==> config.mk <==
export PLATFORM = sky130hd
export DESIGN_NAME = sbam_top
export DESIGN_NICKNAME = d
export VERILOG_FILES = /design/src/sbam_pkg.sv /design/src/sbam_map.sv /design/src/sbam_top.sv
export SDC_FILE = /design/constraint.sdc
export NUM_CORES = 1
export LEC_CHECK = 0
export ABC_AREA = 1
export BUFFER_PORTS_ARGS = -buffer_cell sky130_fd_sc_hd__buf_4
export CORE_AREA = 2 2 160 99
export CTS_BUF_LIST = sky130_fd_sc_hd__clkbuf_2 sky130_fd_sc_hd__clkbuf_4 sky130_fd_sc_hd__clkbuf_8
export DETAILED_ROUTE_END_ITERATION = 8
export DIE_AREA = 0 0 162 101
export PLACE_DENSITY = 0.77
export SLEW_MARGIN = 20
export SYNTH_ARGS = -nofsm -noshare
export SYNTH_HDL_FRONTEND = slang
export SYNTH_HIERARCHICAL = 1
export SYNTH_SLANG_ARGS = --single-unit
==> constraint.sdc <==
create_clock -name i_clk -period 9.3 [get_ports i_clk]
set_input_delay 1.395 -clock i_clk [delete_from_list [all_inputs] [get_ports i_clk]]
set_output_delay 1.395 -clock i_clk [all_outputs]
set_load 0.005 [all_outputs]
==> src/sbam_pkg.sv <==
/*
  Constants for the SDRAM bank address mapper: density modes, commands,
  address field positions and capacity limits.
  Assumes a single memory clock domain; nothing here is timed.
*/
package sbam_pkg;

  typedef enum logic [1:0] {
    SBAM_MODE_16M_2B,
    SBAM_MODE_64M_2B,
    SBAM_MODE_64M_4B
  } sbam_mode_t;

  typedef enum logic [1:0] {
    SBAM_CMD_NOP,
    SBAM_CMD_ACT,
    SBAM_CMD_RD,
    SBAM_CMD_WR
  } sbam_cmd_t;

  localparam int SBAM_HADDR_W    = 27;
  localparam int SBAM_PIN_W      = 13;
  localparam int SBAM_DATA_W     = 64;
  localparam int SBAM_CS_BANKS   = 4;
  localparam int SBAM_MAX_MB     = 128;
  localparam int SBAM_BA0_BIT    = 11;
  localparam int SBAM_BA1_BIT    = 12;
  localparam int SBAM_ROW_LO_2B  = 12;
  localparam int SBAM_ROW_LO_4B  = 13;
  localparam int SBAM_COL_LO     = 3;
  localparam int SBAM_BANK_SEL_LO = 25;
  localparam logic [SBAM_HADDR_W-1:0] SBAM_GFX_BASE = 27'h0000000;

endpackage : sbam_pkg

==> src/sbam_map.sv <==
/*
  Combinational address slicer: turns a host byte address into row and
  column pin patterns plus bank-select bits for one density mode.
  Assumes the caller registers the results.
*/
`timescale 1ns/100ps
module sbam_map
  import sbam_pkg::*;
(
  // Configuration and address
  input  wire sbam_mode_t                 i_mode,
  input  wire logic [SBAM_HADDR_W-1:0]    i_addr,
  // Mapped fields
  output logic       [SBAM_PIN_W-1:0]     o_row,
  output logic       [SBAM_PIN_W-1:0]     o_col,
  output logic                            o_ba0,
  output logic                            o_ba1
);

  wire [7:0] col_lo = i_addr[10:SBAM_COL_LO];

  always_comb
  begin
    o_ba0 = i_addr[SBAM_BA0_BIT];
    o_ba1 = 1'b0;
    o_row = '0;
    o_col = '0;
    unique case (i_mode)
      SBAM_MODE_16M_2B:
      begin
        o_row = {2'b00, i_addr[22:12]};
        o_col = {2'b00, 1'b0, i_addr[24:23], col_lo};
      end
      SBAM_MODE_64M_2B:
      begin
        o_row = i_addr[24:12];
        o_col = {3'b000, i_addr[26:25], col_lo};
      end
      SBAM_MODE_64M_4B:
      begin
        o_ba1 = i_addr[SBAM_BA1_BIT];
        o_row = {1'b0, i_addr[24:13]};
        o_col = {3'b000, i_addr[26:25], col_lo};
      end
      default:
      begin
        o_row = '0;
        o_col = '0;
      end
    endcase
  end

endmodule : sbam_map

==> src/sbam_top.sv <==
/*
  SDRAM bank address mapper. Takes host access requests with a byte
  address and drives bank-select, memory address and chip-select pins
  for activate and read/write commands, per the density mode.
  Assumes the command sequencer outside sets timing between commands and
  that the density mode is strapped before the first request.
*/
// Notes on behaviour
// Addresses at or above 128 MB are refused and never reach the pins.
// Every bank is 64 bits wide and takes whole 64-bit words.
// With 16 Mbit parts up to four banks, each with its own chip select.
// 64/128 Mbit parts allow two banks; selects 2 and 3 become address.
// Select two is row bit 11, select three row bit 12 or bank bit one.
// Graphics sits at the bottom of bank zero with host memory above.
// 16 Mbit two-bank mapping of bank, row and column.
// 64/128 Mbit two-bank mapping of bank, row and column.
// 64/128 Mbit four-bank mapping of bank, row and column.
// A density mode, captured at reset release, fixes the mapping.
// Bank bits go with the row on activate and again with the column.
`timescale 1ns/100ps
module sbam_top
  import sbam_pkg::*;
#(
  parameter int GFX_MB = 4
)
(
  // Clock and reset
  input  wire logic                       i_clk,
  input  wire logic                       i_rst,
  // Configuration strap
  input  wire sbam_mode_t                 i_mode,
  // Request port
  input  wire logic                       i_req,
  input  wire logic                       i_gfx,
  input  wire logic                       i_wr,
  input  wire logic [SBAM_HADDR_W-1:0]    i_addr,
  input  wire logic [SBAM_DATA_W-1:0]     i_wdata,
  // Request status
  output logic                            o_err,
  output logic                            o_busy,
  // SDRAM pins
  output logic [1:0]                      o_cmd,
  output logic [10:0]                     o_mem_addr_pins,
  output logic                            o_ba0,
  output logic [1:0]                      o_chip_select_n,
  output logic                            o_chip_select_two_n,
  output logic                            o_chip_select_three_n,
  output logic [SBAM_DATA_W-1:0]          o_wdata
);

  typedef enum logic [1:0] {SBAM_ST_IDLE, SBAM_ST_ACT, SBAM_ST_COL}
    sbam_state_t;

  localparam logic [SBAM_HADDR_W-1:0] SBAM_LIMIT = 27'h7FFFFFF;
  localparam logic [SBAM_HADDR_W-1:0] SBAM_GFX_SIZE =
    SBAM_HADDR_W'(GFX_MB * 1024 * 1024);

  sbam_state_t                 state_r, state_nxt;
  sbam_mode_t                  mode_r;
  logic                        mode_ok_r;
  logic [SBAM_HADDR_W-1:0]     addr_r;
  logic                        wr_r;
  logic [SBAM_DATA_W-1:0]      wdata_r;
  logic [SBAM_PIN_W-1:0]       row_w, col_w;
  logic                        ba0_w, ba1_w;

  // Host addresses are placed above graphics; beyond 128 MB is refused.
  wire [SBAM_HADDR_W:0] host_abs = {1'b0, i_addr} + {1'b0, SBAM_GFX_SIZE};
  wire [SBAM_HADDR_W-1:0] phys_w =
    i_gfx ? (SBAM_GFX_BASE | i_addr) : host_abs[SBAM_HADDR_W-1:0];
  wire gfx_oob  = i_gfx && (i_addr >= SBAM_GFX_SIZE);
  wire host_oob = !i_gfx && host_abs[SBAM_HADDR_W];
  wire addr_bad = gfx_oob || host_oob || (phys_w > SBAM_LIMIT);
  wire accept   = i_req && (state_r == SBAM_ST_IDLE) && mode_ok_r;
  wire four_cs  = (mode_r == SBAM_MODE_16M_2B);

  // Bank index from the top address bits; two-bank modes use only one bit.
  wire [1:0] bank_w = four_cs ? addr_r[24:23] : {1'b0, addr_r[25]};

  sbam_map sbam_map_inst (
    .i_mode (mode_r),
    .i_addr (addr_r),
    .o_row  (row_w),
    .o_col  (col_w),
    .o_ba0  (ba0_w),
    .o_ba1  (ba1_w)
  );

  wire act_ph  = (state_r == SBAM_ST_ACT);
  wire col_ph  = (state_r == SBAM_ST_COL);
  wire drive   = act_ph || col_ph;
  wire [SBAM_PIN_W-1:0] pins_w = act_ph ? row_w : col_w;
  // In wide modes selects two and three carry address or bank bits.
  wire cs2_w = four_cs ? !(drive && bank_w == 2'd2) : pins_w[11];
  wire cs3_w = four_cs ? !(drive && bank_w == 2'd3) :
               (mode_r == SBAM_MODE_64M_4B) ? ba1_w : pins_w[12];
  wire [1:0] cs_lo_w = {!(drive && bank_w == 2'd1),
                        !(drive && bank_w == 2'd0)};

  // Next values of the output flops. Address pins and o_ba0 park at zero
  // between commands so that a pin left floating in a trace is not read
  // as part of the next access.
  wire                   load_w    = accept && !addr_bad;
  wire                   err_nxt   = accept && addr_bad;
  wire                   busy_nxt  = !mode_ok_r ||
                                     (state_nxt != SBAM_ST_IDLE);
  wire [1:0]             cmd_nxt   = act_ph ? SBAM_CMD_ACT :
                                     col_ph ? (wr_r ? SBAM_CMD_WR :
                                     SBAM_CMD_RD) : SBAM_CMD_NOP;
  wire [10:0]            pins_nxt  = drive ? pins_w[10:0] : 11'h000;
  wire                   ba0_nxt   = drive && ba0_w;
  wire [SBAM_DATA_W-1:0] wdata_nxt = col_ph ? wdata_r : '0;

  always_comb
  begin
    state_nxt = state_r;
    unique case (state_r)
      SBAM_ST_IDLE:
        if (load_w)
          state_nxt = SBAM_ST_ACT;
      SBAM_ST_ACT:
        state_nxt = SBAM_ST_COL;
      SBAM_ST_COL:
        state_nxt = SBAM_ST_IDLE;
    endcase
  end

  // Mode is a strap: caught on the first clock after reset is released.
  always_ff @(posedge i_clk or posedge i_rst)
  begin
    if (i_rst)
    begin
      mode_r    <= SBAM_MODE_16M_2B;
      mode_ok_r <= 1'b0;
    end
    else if (!mode_ok_r)
    begin
      mode_r    <= i_mode;
      mode_ok_r <= 1'b1;
    end
  end

  always_ff @(posedge i_clk or posedge i_rst)
  begin
    if (i_rst)
      state_r <= SBAM_ST_IDLE;
    else
      state_r <= state_nxt;
  end

  // The request is copied once, so both phases show the same address even
  // when the host moves its inputs while the access is still running.
  always_ff @(posedge i_clk or posedge i_rst)
  begin
    if (i_rst)
    begin
      addr_r  <= '0;
      wr_r    <= 1'b0;
      wdata_r <= '0;
    end
    else if (load_w)
    begin
      addr_r  <= phys_w;
      wr_r    <= i_wr;
      wdata_r <= i_wdata;
    end
  end

  // Busy comes up in reset, so nothing is taken before the strap is read.
  always_ff @(posedge i_clk or posedge i_rst)
  begin
    if (i_rst)
    begin
      o_err  <= 1'b0;
      o_busy <= 1'b1;
    end
    else
    begin
      o_err  <= err_nxt;
      o_busy <= busy_nxt;
    end
  end

  // Command, address and bank pins leave from one flop stage, so the
  // memory sees them change together on the same edge.
  always_ff @(posedge i_clk or posedge i_rst)
  begin
    if (i_rst)
    begin
      o_cmd           <= SBAM_CMD_NOP;
      o_mem_addr_pins <= '0;
      o_ba0           <= 1'b0;
    end
    else
    begin
      o_cmd           <= cmd_nxt;
      o_mem_addr_pins <= pins_nxt;
      o_ba0           <= ba0_nxt;
    end
  end

  always_ff @(posedge i_clk or posedge i_rst)
  begin
    if (i_rst)
    begin
      o_chip_select_n       <= 2'b11;
      o_chip_select_two_n   <= 1'b1;
      o_chip_select_three_n <= 1'b1;
    end
    else
    begin
      o_chip_select_n       <= cs_lo_w;
      o_chip_select_two_n   <= cs2_w;
      o_chip_select_three_n <= cs3_w;
    end
  end

  // The word is shown in the column phase of reads and writes alike; zero
  // elsewhere keeps the data pins quiet between accesses.
  always_ff @(posedge i_clk or posedge i_rst)
  begin
    if (i_rst)
      o_wdata <= '0;
    else
      o_wdata <= wdata_nxt;
  end

endmodule : sbam_top

==> results.json <==
{
  "relSlewSlack_pct": 33.79,
  "drtPass1Iterations": 5,
  "cts_max_level": 4,
  "cp.required_ns": 9.68,
  "place.gp.congestion": 0.8774,
  "vias_per_cell": 4.580,
  "routed_wl_um": 16640,
  "worstSetupPathType": "input port to flip-flop",
  "path_clk_slew_ns": 0.11,
  "grt_pass1_vias": 5214,
  "dieHeight_um": 101,
  "start_util_pct": 48.41,
  "area_delta_synth_final_pct": 24.69,
  "clockBufferDepth": 2,
  "cts_tree": "built",
  "cts_root_buf": "clkbuf_8",
  "tightest_slew_ns": 0.9932,
  "hold_buffers": 0,
  "drc": 0,
  "regArea_um2": 4461,
  "drive_above_1_share_pct": 22.21,
  "gr-total-overflow": 0,
  "cts_buffers": 17,
  "fillers": 1318,
  "cts_resized": 0,
  "place_area_um2": 8660,
  "cap_viol_max_count": 0,
  "setup_viol": 0,
  "status": "complete, no violations",
  "critPathArrivalTime_ns": 4.09,
  "fin_setup_tns_ns": 0,
  "reg2reg_depth": 9,
  "whs_ns": 0.4535,
  "rsz0062_at_grt": "false",
  "synth_area_um2": 7251,
  "hp-class": "flip-flop to flip-flop",
  "antenna_found_initial": 0,
  "cts_setup_buffers": 0,
  "dr.first_iter.drc_count": 500,
  "multiInputGateArea_um2": 2172,
  "r2r_slack_ns": 6.07,
  "yosysWarningCount": 6,
  "grtUsageTotal_pct": 20.76,
  "n_antenna_cell": 0,
  "wl_per_cell_um": 13.58,
  "core_area_um2": 14980,
  "core.rowCount": 35,
  "grt_pass1_wl_um": 26280,
  "syn_inst": 845,
  "hold_depth": 2,
  "dieArea_um2": 16360,
  "clock_skew_ns": 0.02023,
  "clk_latency_ns": 0.45,
  "power_density_nw_per_um2": 259.4,
  "fmax_ghz": 0.2695,
  "ir_drop_v": 0.0001095,
  "io_buffers": 181,
  "grt_max_degree": 111,
  "pin_count": 182,
  "final_cell_area_um2": 9041,
  "clock_sinks": 178,
  "maxSlewViolCount": 0,
  "p_leak_nw": 5.500,
  "critPathLaunchType": "input port",
  "hold_violations": 0,
  "min_period_ns": 3.710,
  "die_x_um": 162,
  "end_kind": "flip-flop",
  "path_max_fanout": 95,
  "syn_area_per_cell_um2": 8.581,
  "fin_crit_sh_pct": 39.90,
  "ant_nets": 0,
  "nets": 1118,
  "dp_hpwl_um": 11200,
  "vias": 5611
}
power breakdown:
part / switching (mW) / internal (mW) / total [mW]
Combinational: 0.360 / 0.272 / 0.632
Clock: 0.305 / 0.199 / 0.504
Sequential: 0.165 / 1.04 / 1.21
Total: 0.830 / 1.51 / 2.35
placed cells by master (no fill, tap or decap), drive strengths merged:
master and instances:
nand2 399, buf 184, dfrtp 173, inv 109, nor2 54, clkbuf 17, nand3 16, o21ai 16
a21oi 15, ha 10, clkinv 6, dfstp 5, conb 4, xor2 3, nor3 2, clkinvlp 2
nand4 1, o31ai 1, a32o 1, a31oi 1, or2 1, nand3b 1, nor4 1
worst paths after layout:
kind	to	startpoint
max	wdata_r[54]	i_addr[22]
min	o_wdata[17]	wdata_r[17]
max reg2reg	wdata_r[54]	state_r[1]
min reg2reg	o_wdata[17]	wdata_r[17]
max in group asynchronous	o_cmd[1]	i_rst
min in group asynchronous	o_wdata[30]	i_rst
sequential cells by signal, indices dropped and copies added (netlist names), 2 cells and up:
register / flops
addr_r: 24
mode_r: 2
o_chip_select_n: 2
o_cmd: 2
o_mem_addr_pins: 11
o_wdata: 64
state_r: 2
wdata_r: 64
routing by layer:
layer,wire [µm],global-route usage (%),share of wire (%),vias up
met5,0,0,0,-
met4,214,6.807,1.3,0
met3,1484,6.294,8.9,18
met2,7032,29.26,42,213
met1,7908,30.74,48,2576
li1,-,-,-,2804
per-stage QoR:
step	setup slack, ns	cells	utilization [%]	power (mW)
6_report	5.590	1225	60.37	2.345
5_1_grt	5.377	1225	60.37	2.511
4_1_cts	5.613	1225	60.37	2.364
3_5_place_dp	5.122	1194	57.82	1.850
3_3_place_gp	5.163	1194	57.82	1.825
2_1_floorplan	3.083	847	-	1.581
worst max-delay path, cell delays in order:
cell	delay [ns]
buf_4	0.13
ha_1	0.19
nand2_1	0.06
nor2_1	0.04
nand3_1	0.07
nand2_1	0.05
nand2_1	0.11
nand2_4	0.55
inv_2	0.56
buf_4	0.63
nand2_1	0.15
nand2_1	0.09
area by class of cell:
type,count,area share (%)
clock buffer,17,2.588
clock inverter,14,1.633
inverter,103,4.332
multi-input combinational,526,24.02
sequential,178,49.34
tap,203,2.809
timing repair buffer,184,15.28
No activity file was read; power rests on OpenSTA's default activity.
